==> src/verilog/rpc_map.vh <==
// Purpose: constants of the reset and power-down controller
// Assumes: register index = documented offset, byte address = 4 * index
// Notes: times are kept in their own unit, cycle counts derive from them
`ifndef RPC_MAP_VH
`define RPC_MAP_VH

`define RPC_CLK_MHZ 50
`define RPC_CLK_KHZ 50000

// Register indices
`define RPC_IDX_SPCFG 14'h000
`define RPC_IDX_PLLPD 14'h010
`define RPC_IDX_DRV_FIRST 14'h0f0
`define RPC_IDX_DRV_LAST 14'h0fd
`define RPC_IDX_CH0 14'h192
`define RPC_IDX_CH1 14'h195
`define RPC_IDX_CH2 14'h198
`define RPC_IDX_CH3 14'h19b
`define RPC_IDX_DIST 14'h230
`define RPC_IDX_UPDATE 14'h232
`define RPC_IDX_RELOAD 14'hb02
`define RPC_IDX_STATUS 14'h300

// Field positions
`define RPC_BIT_SRST_HI 5
`define RPC_BIT_SRST_LO 2
`define RPC_BIT_DRV_PD 0
`define RPC_BIT_CH_PD 2
`define RPC_BIT_SOFT_SYNC 0
`define RPC_BIT_DIST_PD 1
`define RPC_BIT_UPDATE 0
`define RPC_BIT_RELOAD 1

// PLL power-down field encodings
`define RPC_PLL_NORMAL 2'h0
`define RPC_PLL_ASYNC 2'h1
`define RPC_PLL_SYNC 2'h3

// Reset values
`define RPC_DEF_SPCFG 8'h00
`define RPC_DEF_PLLPD 2'h0
`define RPC_DEF_DRV_PD 14'h0000
`define RPC_DEF_CH_PD 4'h0
`define RPC_DEF_DIST 2'h0

// Times and derived counts
`define RPC_T_START_NS 2000
`define RPC_T_LOAD_MS 20
`define RPC_T_POR_MS 70
`define RPC_CYC_START (`RPC_T_START_NS * `RPC_CLK_MHZ / 1000)
`define RPC_CYC_LOAD (`RPC_CLK_KHZ * `RPC_T_LOAD_MS)
`define RPC_CYC_POR (`RPC_CLK_KHZ * `RPC_T_POR_MS)

// AXI responses
`define RPC_RESP_OKAY 2'h0
`define RPC_RESP_SLVERR 2'h2

`endif

==> src/verilog/rpc_sync.v <==
// Purpose: two-flop synchroniser for a level input
// Assumes: the first flop is read by the second only
// Notes: RST_VAL is the idle level of the pin
`timescale 1ns/1ps
`default_nettype none

module rpc_sync #(
  parameter RST_VAL = 1'b1
) (
  // Clock and reset
  input wire aclk,
  input wire aresetn,
  // Level in and out
  input wire d_in,
  output wire q_out
);

  reg meta_reg;
  reg q_reg;

  always @(posedge aclk)
  begin
    if (!aresetn)
    begin
      meta_reg <= RST_VAL;
      q_reg <= RST_VAL;
    end
    else
    begin
      meta_reg <= d_in;
      q_reg <= meta_reg;
    end
  end

  assign q_out = q_reg;

endmodule // rpc_sync

`default_nettype wire

==> src/verilog/rpc_top.v <==
// Purpose: reset, reload and power-down control of a clock generator
// Assumes: AXI4-Lite register access, one 50 MHz clock, 8-bit registers
// Notes: configuration writes land in a staging copy and go live on update
//
// Behaviour
// - Hard reset pin pulse resets chip; restore from store or defaults by pin.
// - Every hard reset also runs an output alignment.
// - Store inactive: outputs toggle about 2 us after hard reset.
// - Store active: outputs toggle about 20 ms after hard reset release.
// - Bits 5 and 2 of register 0x000 set: soft reset, all but 0x000.
// - Soft reset bits self-clear at the end; outputs static meanwhile.
// - Reload bit reloads store only when source pin is 1; 20 ms restart.
// - Sleep pin low powers down; wake resumes with current registers.
// - Sleep turns off PLL, VCO, input buffer, dividers; drivers safe off.
// - Register port keeps working during sleep.
// - Output gating avoids runt pulses entering or leaving sleep.
// - Field 0x010[1:0] picks async or sync PLL power-down.
// - Sync mode shuts PLL at first charge pump event after update.
// - 0x230[1] set removes distribution bias.
// - Bit 0 of 0x0F0 to 0x0FD powers down each driver.
// - Channel bit 2 powers down divider and its attached drivers.
// - Alignment and power-down writes take effect on 0x232[0] update.
// - Power-on restores, aligns and starts outputs after about 70 ms.
//
// Decided for this implementation: register access over AXI4-Lite and the address map.
`timescale 1ns/1ps
`default_nettype none
`include "rpc_map.vh"

module rpc_top #(
  parameter POR_CYCLES = `RPC_CYC_POR,
  parameter LOAD_CYCLES = `RPC_CYC_LOAD
) (
  // Clock and reset
  input wire aclk,
  input wire aresetn,
  // AXI4-Lite write channels
  input wire [15:0] s_axi_awaddr,
  input wire s_axi_awvalid,
  output wire s_axi_awready,
  input wire [31:0] s_axi_wdata,
  input wire [3:0] s_axi_wstrb,
  input wire s_axi_wvalid,
  output wire s_axi_wready,
  output reg [1:0] s_axi_bresp,
  output reg s_axi_bvalid,
  input wire s_axi_bready,
  // AXI4-Lite read channels
  input wire [15:0] s_axi_araddr,
  input wire s_axi_arvalid,
  output wire s_axi_arready,
  output reg [31:0] s_axi_rdata,
  output reg [1:0] s_axi_rresp,
  output reg s_axi_rvalid,
  input wire s_axi_rready,
  // Device pins
  input wire hard_reset_n,
  input wire chip_sleep_n,
  input wire cfg_src_sel,
  // Charge pump event, one-cycle pulse
  input wire cp_event,
  // Nonvolatile image
  input wire [1:0] nv_pll_pd,
  input wire [13:0] nv_drv_pd,
  input wire [3:0] nv_ch_pd,
  input wire [1:0] nv_dist,
  // Power and output controls
  output reg out_gate,
  output reg align_hold,
  output reg pll_pd,
  output reg core_pd,
  output reg dist_pd,
  output reg [3:0] ch_pd,
  output reg [13:0] drv_pd,
  output reg cmos_tristate,
  output reg soft_sync
);

  localparam [2:0] ST_HOLD = 3'b001;
  localparam [2:0] ST_WAIT = 3'b010;
  localparam [2:0] ST_RUN = 3'b100;
  localparam [21:0] START_CYC = `RPC_CYC_START;

  wire rst_pin_s;
  wire sleep_n_s;

  reg [2:0] state_reg;
  reg [21:0] cnt_reg;
  reg [7:0] spcfg_reg;
  reg reload_reg;
  reg [1:0] pll_buf_reg;
  reg [1:0] pll_act_reg;
  reg [13:0] drv_buf_reg;
  reg [13:0] drv_act_reg;
  reg [3:0] ch_buf_reg;
  reg [3:0] ch_act_reg;
  reg [1:0] dist_buf_reg;
  reg [1:0] dist_act_reg;
  reg pll_off_reg;

  reg aw_hold_reg;
  reg [13:0] aw_idx_reg;
  reg w_hold_reg;
  reg [7:0] wdata_reg;
  reg wlane_reg;

  wire do_wr;
  wire [13:0] drv_sel;
  wire [7:0] wd;
  wire [1:0] restore_pll;
  wire [13:0] restore_drv;
  wire [3:0] restore_ch;
  wire [1:0] restore_dist;
  wire [21:0] restart_cnt;
  wire [21:0] load_cnt;
  wire [21:0] start_cnt;
  wire [21:0] por_cnt;
  wire soft_hit;
  wire reload_hit;
  wire [13:0] drv_eff;

  // Reset and sleep pins are synchronised so they release cleanly
  rpc_sync #(.RST_VAL(1'b1)) u_sync_rst (
    .aclk(aclk),
    .aresetn(aresetn),
    .d_in(hard_reset_n),
    .q_out(rst_pin_s)
  );

  rpc_sync #(.RST_VAL(1'b1)) u_sync_sleep (
    .aclk(aclk),
    .aresetn(aresetn),
    .d_in(chip_sleep_n),
    .q_out(sleep_n_s)
  );

  assign load_cnt = LOAD_CYCLES[21:0];
  assign start_cnt = START_CYC;
  assign por_cnt = POR_CYCLES[21:0];

  // Source of restored settings follows the select pin
  assign restore_pll = cfg_src_sel ? nv_pll_pd : `RPC_DEF_PLLPD;
  assign restore_drv = cfg_src_sel ? nv_drv_pd : `RPC_DEF_DRV_PD;
  assign restore_ch = cfg_src_sel ? nv_ch_pd : `RPC_DEF_CH_PD;
  assign restore_dist = cfg_src_sel ? nv_dist : `RPC_DEF_DIST;
  // Loading the store costs far longer than a default restore
  assign restart_cnt = cfg_src_sel ? load_cnt : start_cnt;

  // Register port
  assign s_axi_awready = ~aw_hold_reg & ~s_axi_bvalid;
  assign s_axi_wready = ~w_hold_reg & ~s_axi_bvalid;
  assign s_axi_arready = ~s_axi_rvalid;
  assign do_wr = aw_hold_reg & w_hold_reg & ~s_axi_bvalid;
  assign wd = wdata_reg;
  assign drv_sel = aw_idx_reg - `RPC_IDX_DRV_FIRST;

  assign soft_hit = do_wr & wlane_reg & (aw_idx_reg == `RPC_IDX_SPCFG) &
    wd[`RPC_BIT_SRST_HI] & wd[`RPC_BIT_SRST_LO];
  assign reload_hit = do_wr & wlane_reg &
    (aw_idx_reg == `RPC_IDX_RELOAD) & wd[`RPC_BIT_RELOAD] &
    cfg_src_sel;

  function is_mapped;
    input [13:0] idx;
    begin
      is_mapped = (idx == `RPC_IDX_SPCFG) || (idx == `RPC_IDX_PLLPD) ||
        ((idx >= `RPC_IDX_DRV_FIRST) && (idx <= `RPC_IDX_DRV_LAST)) ||
        (idx == `RPC_IDX_CH0) || (idx == `RPC_IDX_CH1) ||
        (idx == `RPC_IDX_CH2) || (idx == `RPC_IDX_CH3) ||
        (idx == `RPC_IDX_DIST) || (idx == `RPC_IDX_UPDATE) ||
        (idx == `RPC_IDX_RELOAD) || (idx == `RPC_IDX_STATUS);
    end
  endfunction

  function [7:0] rd_value;
    input [13:0] idx;
    reg [13:0] d;
    begin
      d = idx - `RPC_IDX_DRV_FIRST;
      rd_value = 8'h00;
      if (idx == `RPC_IDX_SPCFG)
        rd_value = spcfg_reg;
      else if (idx == `RPC_IDX_PLLPD)
        rd_value = {6'h00, pll_buf_reg};
      else if ((idx >= `RPC_IDX_DRV_FIRST) && (idx <= `RPC_IDX_DRV_LAST))
        rd_value = {7'h00, drv_buf_reg[d[3:0]]};
      else if (idx == `RPC_IDX_CH0)
        rd_value = {5'h00, ch_buf_reg[0], 2'h0};
      else if (idx == `RPC_IDX_CH1)
        rd_value = {5'h00, ch_buf_reg[1], 2'h0};
      else if (idx == `RPC_IDX_CH2)
        rd_value = {5'h00, ch_buf_reg[2], 2'h0};
      else if (idx == `RPC_IDX_CH3)
        rd_value = {5'h00, ch_buf_reg[3], 2'h0};
      else if (idx == `RPC_IDX_DIST)
        rd_value = {6'h00, dist_buf_reg};
      else if (idx == `RPC_IDX_RELOAD)
        rd_value = {6'h00, reload_reg, 1'b0};
      else if (idx == `RPC_IDX_STATUS)
        rd_value = {3'h0, pll_off_reg, ~sleep_n_s, state_reg};
    end
  endfunction

  // Write address and data may arrive in either order
  always @(posedge aclk)
  begin
    if (!aresetn)
    begin
      aw_hold_reg <= 1'b0;
      aw_idx_reg <= 14'h0000;
      w_hold_reg <= 1'b0;
      wdata_reg <= 8'h00;
      wlane_reg <= 1'b0;
      s_axi_bvalid <= 1'b0;
      s_axi_bresp <= `RPC_RESP_OKAY;
      s_axi_rvalid <= 1'b0;
      s_axi_rresp <= `RPC_RESP_OKAY;
      s_axi_rdata <= 32'h00000000;
    end
    else
    begin
      if (s_axi_awvalid && s_axi_awready)
      begin
        aw_hold_reg <= 1'b1;
        aw_idx_reg <= s_axi_awaddr[15:2];
      end
      if (s_axi_wvalid && s_axi_wready)
      begin
        w_hold_reg <= 1'b1;
        wdata_reg <= s_axi_wdata[7:0];
        wlane_reg <= s_axi_wstrb[0];
      end
      if (do_wr)
      begin
        aw_hold_reg <= 1'b0;
        w_hold_reg <= 1'b0;
        s_axi_bvalid <= 1'b1;
        s_axi_bresp <= is_mapped(aw_idx_reg) ? `RPC_RESP_OKAY :
          `RPC_RESP_SLVERR;
      end
      else if (s_axi_bvalid && s_axi_bready)
        s_axi_bvalid <= 1'b0;
      // Reads are served in any power state
      if (s_axi_arvalid && s_axi_arready)
      begin
        s_axi_rvalid <= 1'b1;
        s_axi_rdata <= {24'h000000, rd_value(s_axi_araddr[15:2])};
        s_axi_rresp <= is_mapped(s_axi_araddr[15:2]) ? `RPC_RESP_OKAY :
          `RPC_RESP_SLVERR;
      end
      else if (s_axi_rvalid && s_axi_rready)
        s_axi_rvalid <= 1'b0;
    end
  end

  // Configuration registers and reset sequencer
  always @(posedge aclk)
  begin
    if (!aresetn)
    begin
      state_reg <= ST_HOLD;
      cnt_reg <= 22'h000000;
      spcfg_reg <= `RPC_DEF_SPCFG;
      reload_reg <= 1'b0;
      pll_buf_reg <= `RPC_DEF_PLLPD;
      pll_act_reg <= `RPC_DEF_PLLPD;
      drv_buf_reg <= `RPC_DEF_DRV_PD;
      drv_act_reg <= `RPC_DEF_DRV_PD;
      ch_buf_reg <= `RPC_DEF_CH_PD;
      ch_act_reg <= `RPC_DEF_CH_PD;
      dist_buf_reg <= `RPC_DEF_DIST;
      dist_act_reg <= `RPC_DEF_DIST;
    end
    else if (!rst_pin_s || (state_reg == ST_HOLD))
    begin
      // Hard reset, and the first cycle after power-on
      spcfg_reg <= `RPC_DEF_SPCFG;
      reload_reg <= 1'b0;
      pll_buf_reg <= restore_pll;
      pll_act_reg <= restore_pll;
      drv_buf_reg <= restore_drv;
      drv_act_reg <= restore_drv;
      ch_buf_reg <= restore_ch;
      ch_act_reg <= restore_ch;
      dist_buf_reg <= restore_dist;
      dist_act_reg <= restore_dist;
      state_reg <= rst_pin_s ? ST_WAIT : ST_HOLD;
      // Power-on keeps its longer count loaded while leaving hold
      if (!rst_pin_s)
        cnt_reg <= restart_cnt;
      else if (cnt_reg == 22'h000000)
        cnt_reg <= por_cnt;
    end
    else if (soft_hit || reload_hit)
    begin
      // Register 0x000 itself is left as written
      if (soft_hit)
        spcfg_reg <= wd;
      if (reload_hit)
        reload_reg <= 1'b1;
      pll_buf_reg <= reload_hit ? nv_pll_pd : restore_pll;
      pll_act_reg <= reload_hit ? nv_pll_pd : restore_pll;
      drv_buf_reg <= reload_hit ? nv_drv_pd : restore_drv;
      drv_act_reg <= reload_hit ? nv_drv_pd : restore_drv;
      ch_buf_reg <= reload_hit ? nv_ch_pd : restore_ch;
      ch_act_reg <= reload_hit ? nv_ch_pd : restore_ch;
      dist_buf_reg <= reload_hit ? nv_dist : restore_dist;
      dist_act_reg <= reload_hit ? nv_dist : restore_dist;
      state_reg <= ST_WAIT;
      cnt_reg <= reload_hit ? load_cnt : restart_cnt;
    end
    else
    begin
      case (state_reg)
        ST_WAIT:
        begin
          if (cnt_reg <= 22'h000001)
          begin
            state_reg <= ST_RUN;
            cnt_reg <= 22'h000000;
            spcfg_reg[`RPC_BIT_SRST_HI] <= 1'b0;
            spcfg_reg[`RPC_BIT_SRST_LO] <= 1'b0;
            reload_reg <= 1'b0;
          end
          else
            cnt_reg <= cnt_reg - 22'h000001;
        end
        ST_RUN:
          state_reg <= ST_RUN;
        default:
          state_reg <= ST_HOLD;
      endcase
      // Staging writes work outside hard reset and hold, sleep included
      if (do_wr && wlane_reg)
      begin
        if (aw_idx_reg == `RPC_IDX_SPCFG)
          spcfg_reg <= wd;
        if (aw_idx_reg == `RPC_IDX_PLLPD)
          pll_buf_reg <= wd[1:0];
        if ((aw_idx_reg >= `RPC_IDX_DRV_FIRST) &&
            (aw_idx_reg <= `RPC_IDX_DRV_LAST))
          drv_buf_reg[drv_sel[3:0]] <= wd[`RPC_BIT_DRV_PD];
        if (aw_idx_reg == `RPC_IDX_CH0)
          ch_buf_reg[0] <= wd[`RPC_BIT_CH_PD];
        if (aw_idx_reg == `RPC_IDX_CH1)
          ch_buf_reg[1] <= wd[`RPC_BIT_CH_PD];
        if (aw_idx_reg == `RPC_IDX_CH2)
          ch_buf_reg[2] <= wd[`RPC_BIT_CH_PD];
        if (aw_idx_reg == `RPC_IDX_CH3)
          ch_buf_reg[3] <= wd[`RPC_BIT_CH_PD];
        if (aw_idx_reg == `RPC_IDX_DIST)
          dist_buf_reg <= wd[1:0];
        // Staged values go live together on update
        if ((aw_idx_reg == `RPC_IDX_UPDATE) && wd[`RPC_BIT_UPDATE])
        begin
          pll_act_reg <= pll_buf_reg;
          drv_act_reg <= drv_buf_reg;
          ch_act_reg <= ch_buf_reg;
          dist_act_reg <= dist_buf_reg;
        end
      end
    end
  end

  // PLL off state; sync mode waits for the charge pump to avoid a jump
  always @(posedge aclk)
  begin
    if (!aresetn)
      pll_off_reg <= 1'b0;
    else if (pll_act_reg == `RPC_PLL_ASYNC)
      pll_off_reg <= 1'b1;
    else if (pll_act_reg == `RPC_PLL_SYNC)
    begin
      if (cp_event)
        pll_off_reg <= 1'b1;
    end
    else
      pll_off_reg <= 1'b0;
  end

  // A channel takes its three drivers down with it
  genvar g;
  generate
    for (g = 0; g < 14; g = g + 1)
    begin : g_drv
      if (g < 12)
        assign drv_eff[g] = drv_act_reg[g] | ch_act_reg[g / 3];
      else
        assign drv_eff[g] = drv_act_reg[g];
    end
  endgenerate

  // Outputs registered so gate edges never cut a clock pulse short
  always @(posedge aclk)
  begin
    if (!aresetn)
    begin
      out_gate <= 1'b0;
      align_hold <= 1'b1;
      pll_pd <= 1'b1;
      core_pd <= 1'b1;
      dist_pd <= 1'b0;
      ch_pd <= 4'hf;
      drv_pd <= 14'h3fff;
      cmos_tristate <= 1'b1;
      soft_sync <= 1'b0;
    end
    else
    begin
      out_gate <= (state_reg == ST_RUN) & sleep_n_s;
      align_hold <= (state_reg != ST_RUN);
      pll_pd <= pll_off_reg | ~sleep_n_s;
      core_pd <= ~sleep_n_s;
      dist_pd <= dist_act_reg[`RPC_BIT_DIST_PD];
      ch_pd <= ch_act_reg | {4{~sleep_n_s}};
      drv_pd <= drv_eff | {14{~sleep_n_s}};
      cmos_tristate <= ~sleep_n_s;
      soft_sync <= dist_act_reg[`RPC_BIT_SOFT_SYNC];
    end
  end

endmodule // rpc_top

`default_nettype wire

==> config.mk <==
export PLATFORM = sky130hd
export DESIGN_NAME = rpc_top
export DESIGN_NICKNAME = d
export VERILOG_FILES = /design/src/verilog/rpc_sync.v /design/src/verilog/rpc_top.v
export VERILOG_INCLUDE_DIRS = /design/src /design/src/verilog
export SDC_FILE = /design/constraint.sdc
export NUM_CORES = 1
export LEC_CHECK = 0
export BUFFER_PORTS_ARGS = -buffer_cell sky130_fd_sc_hd__buf_4
export CAP_MARGIN = 20
export CORE_MARGIN = 2
export CORE_UTILIZATION = 50
export CTS_BUF_LIST = sky130_fd_sc_hd__clkbuf_4 sky130_fd_sc_hd__clkbuf_8
export CTS_CLUSTER_SIZE = 14
export DETAILED_ROUTE_END_ITERATION = 8
export MAX_ROUTING_LAYER = met4
export PLACE_DENSITY_LB_ADDON = 0.1
export SYNTH_ARGS = -nofsm -noshare
export SYNTH_HDL_FRONTEND = slang
export SYNTH_HIERARCHICAL = 1
export SYNTH_SLANG_ARGS = --single-unit
export TNS_END_PERCENT = 20
==> constraint.sdc <==
create_clock -name aclk -period 2.78 [get_ports aclk]
set_input_delay 0.417 -clock aclk [delete_from_list [all_inputs] [get_ports aclk]]
set_output_delay 0.417 -clock aclk [all_outputs]
set_load 0.05 [all_outputs]
==> results of run 1 <==
[placed cells by master (no fill, tap or decap), drive strengths merged, types with 6 or more instances in the layout]
cell type / count
a211oi: 6
a21oi: 99
a31oi: 9
and2: 14
and3: 8
buf: 154
clkbuf: 20
conb: 26
dfxtp: 144
inv: 14
mux2: 12
mux2i: 25
nand2: 118
nand2b: 17
nand3: 22
nand3b: 6
nor2: 63
nor2b: 6
nor3: 36
nor4: 12
o211ai: 7
o21a: 11
o21ai: 59
or2: 8
or3: 24
or4: 9
[logic make-up after synthesis]
kind of cell | Yosys count | share of synthesized area
adders and majority gates | 3 | 0.00536
other | 1 | 0.000535
DFF | 144 | 0.411
and+or+nand+nor | 361 | 0.259
muxes | 40 | 0.0646
xor gates and xnor gates | 3 | 0.00375
buffers and inverters | 90 | 0.0666
AOI/OAI and AO/OA | 225 | 0.189
[per-stage QoR]
step                       TNS, ns   util  setup WS, ns  instance area [sq um]
after floorplan                  0      -       0.00252                   7100
after global placement           0  0.588        0.0651                   8090
after detailed placement  -0.00720  0.588      -0.00720                   8090
after CTS                        0  0.618        0.0746                   8510
after global routing             0  0.621        0.0204                   8560
final                            0  0.621         0.146                   8560
[routing by layer]
| layer | wire length [um] | track usage |
|---|---|---|
| met4 | 318 | 0.0783 |
| met2 | 8810 | 0.413 |
| met3 | 1520 | 0.0479 |
| met5 | 0 | - |
| met1 | 9200 | 0.385 |
[cell usage after synthesis, types with 6 or more instances]
cell type	instances
dfxtp_1	144
nand2_1	118
a21oi_1	99
nor2_1	63
o21ai_0	53
clkbuf_1	40
nor3_1	35
buf_4	29
mux2i_1	25
or3_1	23
nand3_1	21
nand2b_1	17
and2_1	12
mux2_2	12
nor4_1	12
inv_1	11
o21a_1	11
a31oi_1	9
or4_1	9
and3_1	8
or2_2	8
o211ai_1	7
nand3b_1	6
nor2b_1	6
[final cells by class]
| type | instances | area share |
|---|---|---|
| tap | 180 | 0.0263 |
| inverter | 12 | 0.00526 |
| clock buffer | 19 | 0.0298 |
| multi-input combinational | 658 | 0.442 |
| timing repair buffer | 155 | 0.141 |
| clock inverter | 13 | 0.0186 |
| sequential | 144 | 0.337 |
[power groups by stage]
stage | clock network (mW) | registers (mW) | logic (mW)
after floorplan | 0 | 2.64 | 1.30
after global placement | 0 | 2.53 | 2.03
after detailed placement | 0 | 2.55 | 2.08
after CTS | 1.77 | 2.50 | 2.08
after global routing | 1.85 | 2.54 | 2.34
final | 1.75 | 2.50 | 2.14
[what timing repair did]
item | in CTS | in global routing
pin swaps | 0 | 1
cloned | 0 | 1
setup endpoints to repair | 3 | 30
buffers inserted | 0 | 0
resized for setup | 1 | 5
[critical path, delay by kind of cell (launching register included)]
| kind | cells | cell delay, ns |
|---|---|---|
| buffers and inverters | 3 | 0.55 |
| AND/OR/NAND/NOR | 4 | 1.27 |
| AO/OA/AOI/OAI | 2 | 0.36 |
| flip-flops | 1 | 0.32 |
[worst paths after layout]
kind                             end  depth (start not counted)
setup / recovery      drv_buf_reg[4]                          9
hold / removal          s_axi_rvalid                          2
setup reg to reg      drv_buf_reg[4]                          9
hold reg to reg   u_sync_sleep/q_out                          1
==> summary.txt, run 1 <==
Synth-to-Final Area Change -> 22.1%
Area of the multi-input gates -> 0.00379 sq mm
Hold Vio Cnt, Final -> 0
Vias in the first global route -> 6089
Die outline area -> 0.0150 sq mm
Starting Density -> 0.509
# rows -> 43
Layout net count -> 1092
CP startpoint -> aw_idx_reg[13]
GR Overflow Total -> 0
Highest-delay cell along the critical path -> or4b_4
Crit path cell chain -> or4b_4 -> or4_4 -> buf_4 -> nor3_2 -> buf_4 -> nor3_2 -> buf_12 -> o21ai_0 -> a21oi_1
Max clock buf depth -> 2
Detail-routed net length per standard cell -> 16.8 um
Achievable frequency -> 0.380 GHz
CP Capture Type -> flop
CP max FO -> 16
Status -> finished, final reports clean
Via count -> 6738
First-pass GRT wire length -> 31300 um
FF-to-FF setup slack -> 0.15 ns
CTS tree -> yes
Worst skew pair latency -> 0.46 ns
Slew Viols, Final -> 0
Clock Power Share -> 0.274
Max reg flops -> 22
Syn avg cell area -> 8.08 sq um
Hold buffers post-CTS -> 0
NetSw -> 2.36 mW
DP Cell Count -> 1148
GP Congestion -> 0.958
Clk pin slew, worst setup/hold paths -> 0.09 ns
Pre-Repair DR Iteration Count -> 5
Worst EP arrival -> 2.96 ns
Setup Viol. Count Final -> 0
Ys async rst share -> 0
Tmin final -> 2.63 ns
Startpoint Class -> flop
Hold WS -> 0.139 ns
Vias per inst -> 5.71
Gr usage total -> 0.276
Worst-margin pin slew -> 0.760 ns
Port Buffer Count -> 109
Cell variety after synth -> 71
EDFF count, synth -> 0
LEAKAGE -> 3.49 nW
# DRC -> 0
Routed wire length -> 19900 um
Yosys reg bits -> 144
R2R Path Start -> aw_idx_reg[13]
Antenna-violating nets left -> 0
RSZ-0062 raised after global routing -> no
Ranking of synthesized cells by area -> dfxtp_1 (41%), a21oi_1 (7.1%), nand2_1 (6.3%)
Post-Layout Cell Count -> 1181
PwrDens -> 747 mW/mm^2
Tcrit/Tclk final -> 0.948
Post-synth top flop -> dfxtp_1
# H-tree levels -> 4
Die width -> 122 um
Ant diodes -> 0
WP data required -> 3.11 ns
Ratio of cells with drive above 1 in the final layout -> 0.228
Area of the core -> 0.0138 sq mm
Chip height -> 122 um
Worst Hold Class -> in -> reg
IO Pins -> 167
Post-synthesis sequential area ratio -> 0.411
Post-synth top area share -> 0.411
HP Start -> s_axi_rready
Post-Syn Area -> 0.00701 sq mm
Post-DP HPWL -> 14600 um
Type of the worst setup path -> reg -> reg
Max-slew headroom -> 0.490
Maximum vdd drop -> 0.417 mV
Slowest cell delay on critical path -> 0.53 ns
Internal power -> 4.03 mW
Sequential Area -> 0.00288 sq mm
Total clock sinks -> 144
Sw Ratio -> 0.369
Cells after synthesis -> 867
Cell taking the most area after synthesis -> dfxtp_1
Max cap viols -> 0
CTS Buf Count -> 17
Largest net degree at the start of global routing -> 54
Root buf cell -> clkbuf_8
Clk_skew -> 0.0126 ns
Yosys Warn Count -> 6
Reg power frac -> 0.392
Tot Pwr -> 6.39 mW
Antenna violations before repair -> 0
DRT iter0 DRCs -> 730
Fillers -> 1268
Gate power share -> 0.334
Note: power is estimated with default switching activity, not from simulation.
==> run 2, diff against run 1 <==
Settings changed: ABC_AREA from default to 1, BUFFER_PORTS_ARGS -buffer_cell sky130_fd_sc_hd__buf_4 to default, CORE_UTILIZATION 50 to 55, DONT_BUFFER_PORTS from default to 1.
==> run 2 against run 1 <==
Utilization fell by 2.4 points. Critical endpoint is now drv_buf_reg[7]. Fmax rose by 15%. Via count rose by 2.3%.
==> summary.txt, run 2 <==
Type of the worst setup path -> reg -> reg (unchanged)
Highest-delay cell along the critical path -> dfxtp_1 (was or4b_4)
Ys async rst share -> 0 (unchanged)
Hold buffers post-CTS -> 0 (unchanged)
Vias in the first global route -> 6079 (was 6089)
Root buf cell -> clkbuf_8 (unchanged)
Placed cell area -> 0.00749 sq mm (was 0.00809 sq mm)
Worst EP arrival -> 2.63 ns (was 2.96 ns)
GR met2 Demand/Resource -> 0.375 (was 0.413)
Max clock buf depth -> 2 (unchanged)
Most frequent cells in the layout -> nand2_1 (210), nor2_1 (163), dfxtp_1 (144) (was buf_4 (152), dfxtp_1 (144), nand2_1 (117))
CTS tree -> yes (unchanged)
Final worst slack -> 0.492 ns (was 0.146 ns)
Max cap viols -> 0 (unchanged)
Cell variety after synth -> 45 (was 71)
Count leader, synth -> nand2_1 (was dfxtp_1)
GRT Max-Usage Layer -> met1 (was met2)
Hold WS -> 0.0364 ns (was 0.139 ns)
RSZ-0062 raised after global routing -> no (unchanged)
Antenna-violating nets left -> 0 (unchanged)
Total clock sinks -> 144 (unchanged)
EDFF count, synth -> 0 (unchanged)
DRT iter0 DRCs -> 562 (was 730)
Setup TNS -> 0 ns (unchanged)
Max reg flops -> 22 (unchanged)
Startpoint Class -> flop (unchanged)
Yosys reg bits -> 144 (unchanged)
Ranking of synthesized cells by area -> dfxtp_1 (38%), nand2_1 (10%), nor2_1 (8.1%) (was dfxtp_1 (41%), a21oi_1 (7.1%), nand2_1 (6.3%))
Crit path cell chain -> inv_1 -> nand3_1 -> nand2_1 -> inv_1 -> nand3_4 -> inv_2 -> buf_4 -> nand2_1 -> o21ai_0 -> a21oi_1 (was or4b_4 -> or4_4 -> buf_4 -> nor3_2 -> buf_4 -> nor3_2 -> buf_12 -> o21ai_0 -> a21oi_1)
Hold Vio Cnt, Final -> 0 (unchanged)
Met3 GRT Util -> 0.0531 (was 0.0479)
Tot Pwr -> 6.50 mW (was 6.39 mW)
Ant diodes -> 0 (unchanged)
Tcrit/Tclk final -> 0.823 (was 0.948)
IO Pins -> 167 (unchanged)
Starting Density -> 0.565 (was 0.509)
Vias per inst -> 5.36 (was 5.71)
Post-CTS sizing -> 0 (was 1)
Die width -> 121 um (was 122 um)
First-pass GRT wire length -> 29800 um (was 31300 um)
Fillers -> 1300 (was 1268)
Post-DP HPWL -> 13400 um (was 14600 um)
PwrDens -> 819 mW/mm^2 (was 747 mW/mm^2)
# H-tree levels -> 4 (unchanged)
DP Worst Slack -> 0.568 ns (was -0.00720 ns)
WP data required -> 3.12 ns (was 3.11 ns)
Syn avg cell area -> 6.77 sq um (was 8.08 sq um)
Layout net count -> 1203 (was 1092)
Yosys Warn Count -> 6 (unchanged)
Cells after synthesis -> 1110 (was 867)
Detail-routed net length per standard cell -> 14.3 um (was 16.8 um)
Post-synthesis sequential area ratio -> 0.384 (was 0.411)
LEAKAGE -> 3.52 nW (was 3.49 nW)
Tmin final -> 2.29 ns (was 2.63 ns)
Post-Syn Area -> 0.00751 sq mm (was 0.00701 sq mm)
Pre-Repair DR Iteration Count -> 5 (unchanged)
Chip height -> 121 um (was 122 um)
Slew Viols, Final -> 0 (unchanged)
Synth-to-Final Area Change -> 5.68% (was 22.1%)
Maximum vdd drop -> 0.397 mV (was 0.417 mV)
Most common cell after layout, fill and taps aside -> nand2_1 (was buf_4)
CTS Buf Count -> 17 (unchanged)
Clk_skew -> 0.00995 ns (was 0.0126 ns)
Achievable frequency -> 0.437 GHz (was 0.380 GHz)
Cell taking the most area after synthesis -> dfxtp_1 (unchanged)
Die outline area -> 0.0146 sq mm (was 0.0150 sq mm)
Gr usage total -> 0.264 (was 0.276)
Setup Buffers After CTS -> 0 (unchanged)
# rows -> 42 (was 43)
Antenna violations before repair -> 0 (unchanged)
Ratio of cells with drive above 1 in the final layout -> 0.0846 (was 0.228)
Worst-margin pin slew -> 0.933 ns (was 0.760 ns)
Status -> finished, final reports clean (unchanged)
GP Congestion -> 0.911 (was 0.958)
CP Capture Type -> flop (unchanged)
Clk pin slew, worst setup/hold paths -> 0.08 ns (was 0.09 ns)
Routed wire length -> 18400 um (was 19900 um)
Max-slew headroom -> 0.377 (was 0.490)
Area of the core -> 0.0133 sq mm (was 0.0138 sq mm)
Via count -> 6892 (was 6738)
Post-synth top flop -> dfxtp_1 (unchanged)
Worst skew pair latency -> 0.45 ns (was 0.46 ns)
CP max FO -> 41 (was 16)
Worst Hold Class -> in -> reg (unchanged)
Setup Viol. Count Final -> 0 (unchanged)
GRT met1 Usage -> 0.375 (was 0.385)
Slowest cell delay on critical path -> 0.38 ns (was 0.53 ns)
# DRC -> 0 (unchanged)
Most frequent cells after synthesis -> nand2_1 (210), nor2_1 (163), dfxtp_1 (144), inv_1 (132), o21ai_0 (92) (was dfxtp_1 (144), nand2_1 (118), a21oi_1 (99), nor2_1 (63), o21ai_0 (53))
GR Overflow Total -> 0 (unchanged)
Port Buffer Count -> 0 (was 109)
Fin area -> 0.00794 sq mm (was 0.00856 sq mm)
Post-synth top area share -> 0.384 (was 0.411)
Largest net degree at the start of global routing -> 104 (was 54)
==> run 2: cell count changes after synthesis, sizes merged, moves of 12 or more <==
| cell | delta |
|---|---|
| and2 | -14 |
| or3 | -24 |
| nor2 | +111 |
| nand4 | +17 |
| mux2i | -25 |
| nand2b | -17 |
| o21ai | +65 |
| nor3 | -16 |
| nand2 | +97 |
| clkbuf | -20 |
| inv | +127 |
| nand3 | +32 |
| mux2 | -12 |
==> run 2: worst paths after layout <==
path / start / endpoint / slack [ns] / cells after the start
worst min-delay path: aresetn / u_sync_sleep/meta_reg / 0.04 / 1
worst min register to register: u_sync_sleep/meta_reg / u_sync_sleep/q_out / 0.41 / 2
worst max-delay path: state_reg[2] / drv_buf_reg[7] / 0.49 / 10
worst max register to register: state_reg[2] / drv_buf_reg[7] / 0.49 / 10
==> run 2: metrics by stage <==
step | utilization | std cells
3_3_place_gp | 0.563 | 1256
5_1_grt | 0.597 | 1287
4_1_cts | 0.597 | 1287
6_report | 0.597 | 1287
2_1_floorplan | - | 1135
3_5_place_dp | 0.563 | 1256
==> run 2: cell families (layout without fill, tap and decap cells) <==
family,after synthesis,in the layout,synth area share
AOI/OAI and AO/OA,247,247,0.179
xor gates and xnor gates,9,9,0.0105
adders and majority gates,3,3,0.00500
buffers and inverters,200,176,0.121
DFF,144,144,0.384
other,1,26,0.000499
and+or+nand+nor,506,506,0.300
==> run 2: metal layers <==
metal	part of all wire	vias up
met1	0.49	3103
met3	0.072	23
met2	0.42	236
met5	0	-
met4	0.017	0
li1	-	3530
==> run 2: worst max-delay path: cells and delay by family, from the launching register on <==
family | cells | cell delay [ns]
buffers and inverters | 4 | 0.93
and+or+nand+nor | 4 | 0.62
DFF | 1 | 0.38
AOI/OAI and AO/OA | 2 | 0.23
==> run 2: final cells by class <==
class	instances	area, sq um	area share
clock inverter	10	184	0.0232
clock buffer	21	270	0.0340
tap	176	220	0.0277
sequential	144	2880	0.363
multi-input combinational	791	3820	0.481
timing repair buffer	6	45.0	0.00567
inverter	139	522	0.0657
==> run 2: power breakdown <==
part | total (mW) | switching, mW | internal [mW]
clock network | 1.92 | 0.799 | 1.12
registers | 2.75 | 0.404 | 2.34
logic | 1.84 | 1.24 | 0.593
total | 6.50 | 2.45 | 4.05
